--- src/mpsc_params.svh ---
/*
 * constants of the port status and command register pair: offsets, bit
 * positions, reset values and interrupt bits.
 * assumes inclusion by its bare name from the package and the module.
 */
`ifndef MPSC_PARAMS_SVH
`define MPSC_PARAMS_SVH

// ****************************************
// register offsets
// ****************************************
`define MPSC_ADDR_W 8
`define MPSC_OFF_STATUS 8'h01
`define MPSC_OFF_IRQ_STATUS 8'h08
`define MPSC_OFF_IRQ_MASK 8'h09

// ****************************************
// status bit positions and reset
// ****************************************
`define MPSC_BIT_RX_EMPTY 7
`define MPSC_BIT_TX_FULL 6
`define MPSC_BIT_RX_FIFO_FULL 5
`define MPSC_BIT_MODE 4
`define MPSC_BIT_OVERRUN 3
`define MPSC_BIT_TX_FIFO_NE 2
`define MPSC_STATUS_RESET 8'h80

// ****************************************
// interrupt bits: 0 command taken, 1 overrun
// ****************************************
`define MPSC_IRQ_W 2
`define MPSC_IRQ_CMD 0
`define MPSC_IRQ_OVR 1
`define MPSC_IRQ_RESET 2'h0

`endif

--- src/mpsc_pkg.sv ---
/*
 * types shared by the port status and command registers.
 * assumes the params header sits in the same folder.
 */
`include "mpsc_params.svh"

package mpsc_pkg;

    // ****************************************
    // engine state carrier
    // ****************************************
    typedef struct packed {
        logic rx_empty;
        logic tx_full;
        logic rx_fifo_full;
        logic tx_fifo_not_empty;
        logic uart_mode;
        logic rx_fifo_enable;
        logic rx_byte_arrived;
    } mpsc_engine_type;

    typedef struct packed {
        logic [7:0] data;
        logic valid;
    } mpsc_command_type;

endpackage : mpsc_pkg

--- src/mpsc_regs.sv ---
/*
 * status word and command port of the serial music port, with sticky
 * interrupt bits and mask.
 * assumes the engine signals come from logic on clk, so no synchroniser.
 *
 * the status word is not stored: it is assembled every cycle from the
 * engine levels, and only the overrun flag is a register of its own.
 * a read at offset 01h captures the word into rdata at the taking edge
 * and clears overrun in the same edge, unless a new overrun arrives then.
 * a write at offset 01h never touches status; it becomes a command byte
 * with a one-cycle valid pulse towards the engine.
 * interrupt status sits at 08h (write one to clear), the mask at 09h;
 * a mask bit at 1 lets the matching status bit reach irq.
 * limitation: the engine must hold rx_fifo_full for as long as the
 * receive side is full, since overrun is judged on that level alone.
 * limitation: rdata reads zero in every cycle that follows no read, so
 * a master that samples late sees zero rather than stale data.
 */
// Behaviour
// - status reads at 01h, writes go elsewhere
// - bit 7 shows receive side empty
// - bit 6 shows transmit side full
// - bit 5 receive fifo full, 0 unless uart mode or receive fifo on
// - bit 4 shows uart versus pass-through mode
// - byte into full receive side sets overrun
// - overrun in bit 3, cleared by read
// - bit 2 transmit fifo not empty, gated
// - reset status reads 80h
// - write to 01h is a command byte
// - transmit full reads 0 after reset
// - fifo flags live only in uart mode or with the receive fifo on
// - only overrun changes on status read
`timescale 1ns/1ps
`include "mpsc_params.svh"

module mpsc_regs (
    // clock and reset
    input wire logic clk,
    input wire logic reset_n,
    // register port
    input wire logic [`MPSC_ADDR_W-1:0] addr,
    input wire logic [7:0] wdata,
    input wire logic wr_strobe,
    input wire logic rd_strobe,
    output logic [7:0] rdata,
    // engine side
    input wire mpsc_pkg::mpsc_engine_type engine,
    output mpsc_pkg::mpsc_command_type command,
    // interrupt
    output logic irq
);

    // ****************************************
    // address decode
    // ****************************************
    wire logic hit_status = addr == `MPSC_OFF_STATUS;
    wire logic hit_istat = addr == `MPSC_OFF_IRQ_STATUS;
    wire logic hit_imask = addr == `MPSC_OFF_IRQ_MASK;
    wire logic status_read = rd_strobe && hit_status;
    wire logic command_write = wr_strobe && hit_status;

    // ****************************************
    // status word assembly
    // ****************************************
    logic overrun_reg;
    logic overrun_next;
    logic [7:0] status_word;
    // fifo flags only count while the fifos are in use
    wire logic fifo_live = engine.uart_mode || engine.rx_fifo_enable;
    // a byte that lands while the receive side is full is lost and flagged
    wire logic overrun_event = engine.rx_byte_arrived && engine.rx_fifo_full;

    always_comb begin
        status_word = 8'h00;
        status_word[`MPSC_BIT_RX_EMPTY] = engine.rx_empty;
        status_word[`MPSC_BIT_TX_FULL] = engine.tx_full;
        status_word[`MPSC_BIT_RX_FIFO_FULL] = fifo_live && engine.rx_fifo_full;
        status_word[`MPSC_BIT_MODE] = engine.uart_mode;
        status_word[`MPSC_BIT_OVERRUN] = overrun_reg;
        status_word[`MPSC_BIT_TX_FIFO_NE] = fifo_live && engine.tx_fifo_not_empty;
    end

    // ****************************************
    // overrun flag
    // ****************************************
    // set beats the read clear so an arriving overrun is never lost
    assign overrun_next = overrun_event ? 1'b1 : (status_read ? 1'b0 : overrun_reg);

    always_ff @(posedge clk) begin
        if (!reset_n) begin
            overrun_reg <= 1'b0;
        end else begin
            overrun_reg <= overrun_next;
        end
    end

    // ****************************************
    // interrupt status and mask
    // ****************************************
    logic [`MPSC_IRQ_W-1:0] istat_reg;
    logic [`MPSC_IRQ_W-1:0] imask_reg;
    logic [`MPSC_IRQ_W-1:0] istat_next;
    logic [`MPSC_IRQ_W-1:0] ievents;
    always_comb begin
        ievents = '0;
        ievents[`MPSC_IRQ_CMD] = command_write;
        ievents[`MPSC_IRQ_OVR] = overrun_event;
    end
    wire logic [`MPSC_IRQ_W-1:0] iclear = (wr_strobe && hit_istat) ? wdata[`MPSC_IRQ_W-1:0] : '0;
    assign istat_next = (istat_reg & ~iclear) | ievents;
    assign irq = |(istat_reg & imask_reg);

    always_ff @(posedge clk) begin
        if (!reset_n) begin
            istat_reg <= `MPSC_IRQ_RESET;
            imask_reg <= `MPSC_IRQ_RESET;
        end else begin
            istat_reg <= istat_next;
            if (wr_strobe && hit_imask) imask_reg <= wdata[`MPSC_IRQ_W-1:0];
        end
    end

    // ****************************************
    // command output and read data
    // ****************************************
    logic [7:0] rdata_next;
    assign rdata_next = !rd_strobe ? 8'h00 :
                        hit_status ? status_word :
                        hit_istat ? {6'h00, istat_reg} :
                        hit_imask ? {6'h00, imask_reg} : 8'h00;

    // command byte held, valid is a one-cycle pulse
    always_ff @(posedge clk) begin
        if (!reset_n) begin
            command <= '0;
            rdata <= 8'h00;
        end else begin
            command.valid <= command_write;
            if (command_write) command.data <= wdata;
            rdata <= rdata_next;
        end
    end
endmodule : mpsc_regs

--- config.mk ---
export PLATFORM = sky130hd
export DESIGN_NAME = mpsc_regs
export DESIGN_NICKNAME = d
export VERILOG_FILES = /design/src/mpsc_pkg.sv /design/src/mpsc_regs.sv
export VERILOG_INCLUDE_DIRS = /design/src
export SDC_FILE = /design/constraint.sdc
export NUM_CORES = 1
export LEC_CHECK = 0
export ABC_AREA = 1
export CAP_MARGIN = 0
export CORE_ASPECT_RATIO = 0.9
export CORE_MARGIN = 2
export CORE_UTILIZATION = 63
export CTS_CLUSTER_DIAMETER = 40
export DETAILED_ROUTE_END_ITERATION = 8
export DONT_BUFFER_PORTS = 1
export PLACE_DENSITY = 0.78
export SKIP_CTS_REPAIR_TIMING = 1
export SLEW_MARGIN = 30
export SYNTH_ARGS = -nofsm -noshare
export SYNTH_HDL_FRONTEND = slang
export SYNTH_SLANG_ARGS = --single-unit
--- constraint.sdc ---
create_clock -name clk -period 3.1 [get_ports clk]
set_input_delay 0.155 -clock clk [delete_from_list [all_inputs] [get_ports clk]]
set_output_delay 0.155 -clock clk [all_outputs]
set_load 0.02 [all_outputs]
==> impl_metrics.yaml, run 1 <==
clock_network:
  clk_pin_slew_worst_paths_ns: 0.13
  cts_tree: "yes"
  clock_tree.buffer_depth: 2
  numCtsBuffers: 3
  clkLatencyLatePin_ns: 0.30
  h-tree-depth: 1
  ctsRootBufferMaster: "clkbuf_4"
  cts_num_sinks: 22
final_layout:
  layout-drive-gt1-share_pct: 14.07
  antenna-diode-count: 0
  final_cell_area_mm2: 0.001039
  stdcell_count: 150
  largest_register_ff_count: 9
  largestRegisters: "command (9), rdata (8)"
  number_of_nets_at_the_end_of_the_flow: 163
  flow.area_growth_from_synthesis_pct: 10.37
  register_ranked_first_by_flip_flop_count: "command"
timing:
  fmax_mhz: 930.2
  clk_skew_ns: 0.01091
  finalSetupViolCount: 0
  layout_min_cycle_time_ns: 1.075
  final-max-slew-violation-count: 0
  final.period_utilization_pct: 34.68
  hold_violations: 2
  max-slew-margin-rel_pct: 77.23
  setup_total_negative_slack_ns: 0
  finalHoldWorstSlack_ns: -0.01343
  worst_pin_slew_ns: 0.3404
  rsz0062_at_grt: "no"
worst_setup_path:
  critPathCaptureType: "primary output"
  worstPathRequired_ns: 2.94
  crit_arrival_ns: 0.92
  timing_worst_setup_path_type: "reg2out"
  crit_fanout: 3
  worst-r2r-setup-slack_ns: 2.37
  critPathCapture: "irq"
  timing.reg2reg.worst_path_depth: 2
  rr_startpoint: "command[2]$_SDFFE_PN0P_"
  worstReg2RegEnd: "command[2]$_SDFFE_PN0P_"
  crit_start: "imask_reg[0]$_SDFFE_PN0P_"
  worst_setup_path_start_kind: "flip-flop"
placement:
  io_buffers: 0
  half_perimeter_wire_length_of_the_detailed_placement_result_um: 1246
  gp_routability_congestion: 0.8394
  placed_area_um2: 935.9
  dp_cells: 141
drt:
  drc: 0
  wire_per_inst_um: 11.44
  initialDrtViolationCount: 14
  via_per_inst: 5.233
  drt_wl_total_um: 1716
  drt-pass1-iter-count: 5
  vias: 785
  drtAntennaViolNets: 0
synthesis:
  post_synth_instance_area_um2: 940.9
  yosys_warnings: 0
  number_of_synthesized_register_bits: 22
  postSynthNetCount: 155
  synth.avg_cell_area_um2: 7.351
  yosysSeqAreaShare_pct: 46.81
  syn-instance-count: 128
  ys_types: 18
global_routing:
  antenna_found_initial: 0
  grt_pass1_wl_um: 2428
  grt_use_total_pct: 18.67
  total_congestion_overflow: 0
  number_of_global_route_vias_before_repair: 618
  grt_start_max_net_pins: 18
floorplanning:
  die_width_um: 44.74
  row_count: 13
  fp.dieArea_mm2: 0.001819
  die_height_um: 40.66
  floorplan.initialDensity_pct: 66.49
  top_level_ports: 45
  area_of_the_core_mm2: 0.001415
pwr:
  p_leak_nw: 0.4827
  power_per_cell_area_mw_per_mm2: 510.2
  vdd_ir_drop_max_mv: 0.4894
job:
  max_cap_violations: 0
worst_hold_path:
  min_path_type: "in2reg"
run_status:
  failing_checks: "negative hold slack"
  outcome: "finished with violations"
layout by cell type (no fill, tap or decap):
cell and count:
o21ai_0 2, dfxtp_1 22, nand4_1 1, clkbuf_4 3
nand3_1 8, nand2_1 32, inv_1 18, dlygate4sd3_1 5
bufinv_16 1, a21oi_1 6, or2_4 1, nor2_2 8
nand2_4 1, nor2_8 1, nor2_4 1, inv_2 1
nor2_1 22, inv_4 1, a21oi_2 1
power breakdown:
| group | internal, mW | leakage, nW | switching, mW |
|---|---|---|---|
| logic | 0.0119 | 0.277 | 0.0145 |
| clock network | 0.131 | 0.0279 | 0.0863 |
| registers | 0.285 | 0.178 | 0.00172 |
per-stage QoR:
| step | setup WS [ns] | total power [mW] | util [%] | hold WS [ns] |
|---|---|---|---|---|
| 4_1_cts | 2.027 | 0.5230 | 69.85 | -0.05916 |
| 3_5_place_dp | 1.929 | 0.3123 | 66.14 | 0.2709 |
| 6_report | 2.025 | 0.5298 | 73.39 | -0.01343 |
| 3_3_place_gp | 1.967 | 0.3116 | 66.14 | 0.2695 |
| 2_1_floorplan | 2.007 | 0.3112 | - | 0.2672 |
| 5_1_grt | 1.988 | 0.5456 | 73.39 | 0.0004062 |
critical path, cell delays in order (launching register included):
cell and delay (ns):
dfxtp_1 0.38, nand2_1 0.07, nand2_1 0.17
cell families after synthesis:
group | count (synthesis) | synth area share [%]
and+or+nand+nor | 75 | 37.24
AOI/OAI and AO/OA | 9 | 5.187
DFF | 22 | 46.81
buffers and inverters | 22 | 10.77
worst min-delay path by stage:
stage / from / to / slack (ns) / depth (start not counted)
5_1_grt: engine[3] / rdata[2]$_SDFF_PN0_ / 0.0004 / 2
4_1_cts: engine[2] / rdata[4]$_SDFF_PN0_ / -0.06 / 2
6_report: engine[4] / rdata[5]$_SDFF_PN0_ / -0.01 / 2
3_5_place_dp: engine[2] / rdata[4]$_SDFF_PN0_ / 0.27 / 2
2_1_floorplan: engine[2] / rdata[4]$_SDFF_PN0_ / 0.27 / 2
3_3_place_gp: engine[5] / rdata[6]$_SDFF_PN0_ / 0.27 / 2
layer usage:
metal	vias up	routed length, um	track usage [%]
met2	42	860	32.61
li1	396	-	-
met5	-	0	0
met3	2	143	4.846
met1	345	708	21.93
met4	0	4	8.333
Yosys cell counts, drive strengths merged:
cell | count | area [um^2]
nand2 | 33 | 131.4
o21ai | 2 | 10.01
buf | 2 | 23.77
dfxtp | 22 | 440.4
nor2 | 32 | 163.9
nand3 | 8 | 40.04
nand4 | 1 | 6.260
inv | 20 | 77.57
a21oi | 7 | 38.79
or2 | 1 | 8.760
area by class of cell:
cell class              count  area (um^2)
clock buffers               3        22.52
fillers                   113        376.6
flip-flops and latches     22        440.4
multi-input cells          84        399.1
repair buffers              5        50.05
well taps                  15        18.77
clock inverters             1        30.03
inverters                  20        77.57
No activity file was read; power rests on OpenSTA's default activity.
==> run 2, diff against run 1 <==
--- a/config.mk
+++ b/config.mk
@@ -10,11 +10,11 @@
 export CAP_MARGIN = 0
 export CORE_ASPECT_RATIO = 0.9
 export CORE_MARGIN = 2
-export CORE_UTILIZATION = 63
+export CORE_UTILIZATION = 59
 export CTS_CLUSTER_DIAMETER = 40
 export DETAILED_ROUTE_END_ITERATION = 8
 export DONT_BUFFER_PORTS = 1
-export PLACE_DENSITY = 0.78
+export PLACE_DENSITY = 0.74
 export SKIP_CTS_REPAIR_TIMING = 1
 export SLEW_MARGIN = 30
 export SYNTH_ARGS = -nofsm -noshare
==> constraint.sdc (replaced) <==
create_clock -name clk -period 1.1 [get_ports clk]
set_input_delay 0.055 -clock clk [delete_from_list [all_inputs] [get_ports clk]]
set_output_delay 0.055 -clock clk [all_outputs]
set_load 0.02 [all_outputs]
==> run 2 against run 1 <==
Against the previous run: wire length rose by 18%; total power grew to 2.6 times the previous value; sequential power grew to 2.8 times the previous value; the run now ends clean; global-route usage increased by 0.78 points; sequential share of layout area down 4.2 points; critical path type unchanged.
==> impl_metrics.yaml, run 2 (synthesized netlist as in run 1, its figures left out) <==
worst_setup_path:
  timing.reg2reg.worst_path_depth: 4
  path_cells: "nand2_1, nand2_1"
  path_delay_family: "flip-flops"
  crit_slowest_cell: "dfxtp_1"
  crit_arrival_ns: 0.92
  critPathCaptureType: "primary output"
  timing_worst_setup_path_type: "reg2out"
  worstPathBufferInverterCount: 0
  rr_startpoint: "istat_reg[0]$_SDFF_PN0_"
  crit_fanout: 3
  critPathMaxStageDelay_ns: 0.38
  cpMostUsedCell: "nand2_1"
  worstReg2RegEnd: "rdata[0]$_SDFF_PP0_"
  worst_setup_path_start_kind: "flip-flop"
  worst-r2r-setup-slack_ns: 0.36
  worstPathRequired_ns: 1.04
timing:
  layout_min_cycle_time_ns: 0.9765
  layout_setup_ws_ns: 0.1235
  finalSetupViolCount: 0
  rsz0062_at_grt: "no"
  setup_total_negative_slack_ns: 0
  hold_violations: 0
  final-max-slew-violation-count: 0
  clk_skew_ns: 0.004602
  fmax_mhz: 1024
  final.period_utilization_pct: 88.77
  worst_pin_slew_ns: 0.3958
  max-slew-margin-rel_pct: 73.53
run_status:
  outcome: "finished, final reports clean"
placement:
  dp_worst_setup_slack_ns: 0.02808
  half_perimeter_wire_length_of_the_detailed_placement_result_um: 1304
  io_buffers: 0
  gp_routability_congestion: 0.8359
final_layout:
  fillCellCount: 114
  largestRegisters: "command (9), rdata (8)"
  layout_commonest_cell: "nand2_1"
  number_of_nets_at_the_end_of_the_flow: 176
  layout-drive-gt1-share_pct: 12.84
  layout_common_cells: "nand2_1, nor2_1, dfxtp_1"
  largest_register_ff_count: 9
  flow.area_growth_from_synthesis_pct: 22.47
  antenna-diode-count: 0
  register_ranked_first_by_flip_flop_count: "command"
clock_network:
  cts_num_sinks: 22
  numCtsBuffers: 3
  clkLatencyLatePin_ns: 0.31
  ctsRootBufferMaster: "clkbuf_4"
  cts_tree: "yes"
  clock_tree.buffer_depth: 2
  h-tree-depth: 1
  clk_pin_slew_worst_paths_ns: 0.12
floorplanning:
  floorplan.initialDensity_pct: 64.27
  top_level_ports: 45
  die_width_um: 46.10
  area_of_the_core_mm2: 0.001464
  fp.dieArea_mm2: 0.001931
  row_count: 13
  die_height_um: 41.89
worst_hold_path:
  min_path_type: "in2reg"
  min_to: "rdata[7]$_SDFF_PN0_"
  worstHoldStart: "reset_n"
  hold_depth: 2
drt:
  wire_per_inst_um: 12.40
  drt_wl_total_um: 2022
  via_per_inst: 5.166
  vias: 842
  initialDrtViolationCount: 16
  drtAntennaViolNets: 0
  drt-pass1-iter-count: 4
  drc: 0
global_routing:
  antenna_found_initial: 0
  total_congestion_overflow: 0
  number_of_global_route_vias_before_repair: 676
  grt_use_total_pct: 19.45
  grt_pass1_wl_um: 2691
  grt_start_max_net_pins: 18
job:
  max_cap_violations: 0
pwr:
  p_leak_nw: 0.5301
  vdd_ir_drop_max_mv: 1.144
  power_per_cell_area_mw_per_mm2: 1185
==> run 2: how the worst max path moves through the flow <==
stage                         endpoint  depth (start not counted)                      start  slack (ns)
2_1_floorplan  command[7]$_SDFFE_PN0P_                          8                    addr[2]        0.11
3_3_place_gp   command[2]$_SDFFE_PN0P_                          7                    addr[2]        0.05
3_5_place_dp   command[3]$_SDFFE_PN0P_                          7                    addr[2]        0.03
4_1_cts                            irq                          2  imask_reg[0]$_SDFFE_PN0P_        0.10
5_1_grt        istat_reg[1]$_SDFF_PN0_                          3                    reset_n        0.03
6_report                           irq                          2  imask_reg[1]$_SDFFE_PN0P_        0.12
==> run 2: layout make-up <==
class                      instances  area (um^2)  share of cell area [%]
clock buffer                       4        36.28                   3.149
multi-input combinational         84        399.1                   34.64
sequential                        22        440.4                   38.22
tap                               15        18.77                   1.629
timing repair buffer              18        180.2                   15.64
inverter                          20        77.57                   6.732
==> run 2: per-stage QoR <==
step,cell area [um^2],hold WS [ns],cells,total power [mW],utilization (%)
6_report,1152,0.01480,163,1.366,78.72
5_1_grt,1152,0.03265,163,1.433,78.72
3_3_place_gp,935.9,0.1694,141,0.8779,63.93
4_1_cts,972.2,-0.1638,145,1.310,66.41
3_5_place_dp,935.9,0.1714,141,0.8805,63.93
2_1_floorplan,940.9,0.1672,128,0.8770,-
==> run 2: report_power, final <==
| group | total [mW] | internal (mW) | switching [mW] |
|---|---|---|---|
| Combinational | 0.120 | 0.0639 | 0.0565 |
| Clock | 0.438 | 0.202 | 0.236 |
| Sequential | 0.807 | 0.802 | 0.00501 |
| Total | 1.37 | 1.07 | 0.297 |
==> run 2: routing by layer <==
metal  global-route usage [%]  wire [um]
met1                    21.80        777
met2                    29.72       1074
met3                    10.87        152
met4                    8.000         17
met5                        0          0
==> run 3, diff against run 2 <==
--- a/config.mk
+++ b/config.mk
@@ -15,6 +15,7 @@
 export DETAILED_ROUTE_END_ITERATION = 8
 export DONT_BUFFER_PORTS = 1
 export PLACE_DENSITY = 0.74
+export REMOVE_ABC_BUFFERS = 1
 export SKIP_CTS_REPAIR_TIMING = 1
 export SLEW_MARGIN = 30
 export SYNTH_ARGS = -nofsm -noshare
==> run 3 against run 2 <==
Against the previous run: utilization increased by 1.1 points; total power up 12%; largest cell class unchanged; critical path type is now in2reg; global-route usage up 0.31 points.
==> impl_metrics.yaml, run 3 (synthesized netlist as in run 1, its figures left out) <==
drt:
  initialDrtViolationCount: 13
  wl_met1_um: 751
  routed-wl-met3_um: 139
  drt-pass1-iter-count: 4
  via_per_inst: 4.975
  dr.max_layer_used: "met4"
  drtAntennaViolNets: 0
  drc: 0
  vias: 811
  wire_per_inst_um: 12.17
  detailroute.wirelength.met2_um: 1069
  drt_wl_total_um: 1983
clock_network:
  clock_tree.buffer_depth: 2
  numCtsBuffers: 3
  cts_tree: "yes"
  cts_num_sinks: 22
  clkLatencyLatePin_ns: 0.30
  h-tree-depth: 1
  clk_pin_slew_worst_paths_ns: 0.12
  ctsRootBufferMaster: "clkbuf_4"
worst_setup_path:
  crit_arrival_ns: 1.26
  worstPathRequired_ns: 1.34
  crit_fanout: 12
  worst-r2r-setup-slack_ns: 0.33
  timing_worst_setup_path_type: "in2reg"
  worst_setup_path_start_kind: "input pin"
  critPathCaptureType: "flip-flop"
timing:
  hold_violations: 0
  clk_skew_ns: 0.003789
  final.period_utilization_pct: 92.71
  finalSetupViolCount: 0
  max-slew-margin-rel_pct: 72.00
  layout_min_cycle_time_ns: 1.020
  worst_pin_slew_ns: 0.4186
  layout_setup_ws_ns: 0.08016
  final-max-slew-violation-count: 0
  fmax_mhz: 980.5
  setup_total_negative_slack_ns: 0
  rsz0062_at_grt: "no"
worst_hold_path:
  min_path_type: "in2reg"
floorplanning:
  floorplan.initialDensity_pct: 64.27
  die_height_um: 41.89
  area_of_the_core_mm2: 0.001464
  row_count: 13
  fp.dieArea_mm2: 0.001931
  top_level_ports: 45
  die_width_um: 46.10
pwr:
  power_per_cell_area_mw_per_mm2: 1314
  power_frac_seq_pct: 52.6
  p_int_mw: 1.235
  share_comb_of_total_power_pct: 7.8
  p_leak_nw: 0.5370
  vdd_ir_drop_max_mv: 1.213
  power.switching_fraction_pct: 19.59
  power.share.clock_pct: 39.6
  total_power_mw: 1.535
  sw_power_uw: 300.7
global_routing:
  grt_start_max_net_pins: 18
  number_of_global_route_vias_before_repair: 690
  antenna_found_initial: 0
  total_congestion_overflow: 0
  grt_pass1_wl_um: 2780
  grt_use_total_pct: 19.76
final_layout:
  layout_common_cells: "nand2_1, nor2_1, dfxtp_1"
  number_of_nets_at_the_end_of_the_flow: 176
  largest_register_ff_count: 9
  stdcell_count: 163
  register_ranked_first_by_flip_flop_count: "command"
  flow.area_growth_from_synthesis_pct: 24.20
  antenna-diode-count: 0
  layout-drive-gt1-share_pct: 12.84
  layout_commonest_cell: "nand2_1"
  largestRegisters: "command (9), rdata (8)"
placement:
  half_perimeter_wire_length_of_the_detailed_placement_result_um: 1252
  dp_worst_setup_slack_ns: 0.03668
  io_buffers: 0
  gp_routability_congestion: 0.8219
  dp_cells: 141
job:
  max_cap_violations: 0
run_status:
  outcome: "finished, final reports clean"
-- run 3: cell types whose count changed in the layout (fill, tap and decap cells not counted), sizes merged --
cell    delta
clkbuf     -1
bufinv     +1
-- run 3: routing by layer --
metal / GRT usage, % / vias up
li1: - / 425
met1: 19.79 / 352
met2: 34.17 / 30
met3: 9.565 / 4
met4: 6.857 / 0
met5: 0 / -
-- run 3: final cells by class --
| cell class | count | area, um^2 |
|---|---|---|
| multi-input cells | 84 | 399.1 |
| inverters | 20 | 77.57 |
| well taps | 15 | 18.77 |
| fillers | 104 | 295.3 |
| flip-flops and latches | 22 | 440.4 |
| repair buffers | 18 | 180.2 |
| clock buffers | 3 | 22.52 |
| clock inverters | 1 | 30.03 |
-- run 3: power by group through the flow --
stage	Clock [mW]	Combinational, mW	Sequential [mW]
after floorplan	0	0.0486	0.824
after global placement	0	0.0528	0.825
after detailed placement	0	0.0550	0.825
after CTS	0.621	0.0549	0.808
after global routing	0.657	0.135	0.809
final	0.608	0.120	0.808
-- run 3: final timing paths --
check | from | endpoint | cells after the start
setup / recovery | reset_n | imask_reg[0]$_SDFFE_PN0P_ | 3
hold / removal | rd_strobe | rdata[3]$_SDFF_PN0_ | 2
setup reg to reg | command[1]$_SDFFE_PN0P_ | command[1]$_SDFFE_PN0P_ | 2
hold reg to reg | overrun_reg$_SDFFE_PN0P_ | rdata[3]$_SDFF_PN0_ | 2
-- run 3: through the flow --
stage                     utilization (%)  hold slack [ns]  area [um^2]
after floorplan                         -           0.1672        917.1
after global placement              63.93           0.1710        935.9
after detailed placement            63.93           0.1714        935.9
after CTS                           67.52          -0.1682        988.4
after global routing                79.83         0.004198         1169
final                               79.83         0.008847         1169
-- run 3: critical path: stages --
cell           delay [ns]
dlygate4sd3_1        0.79
inv_1                0.23
a21oi_1              0.18
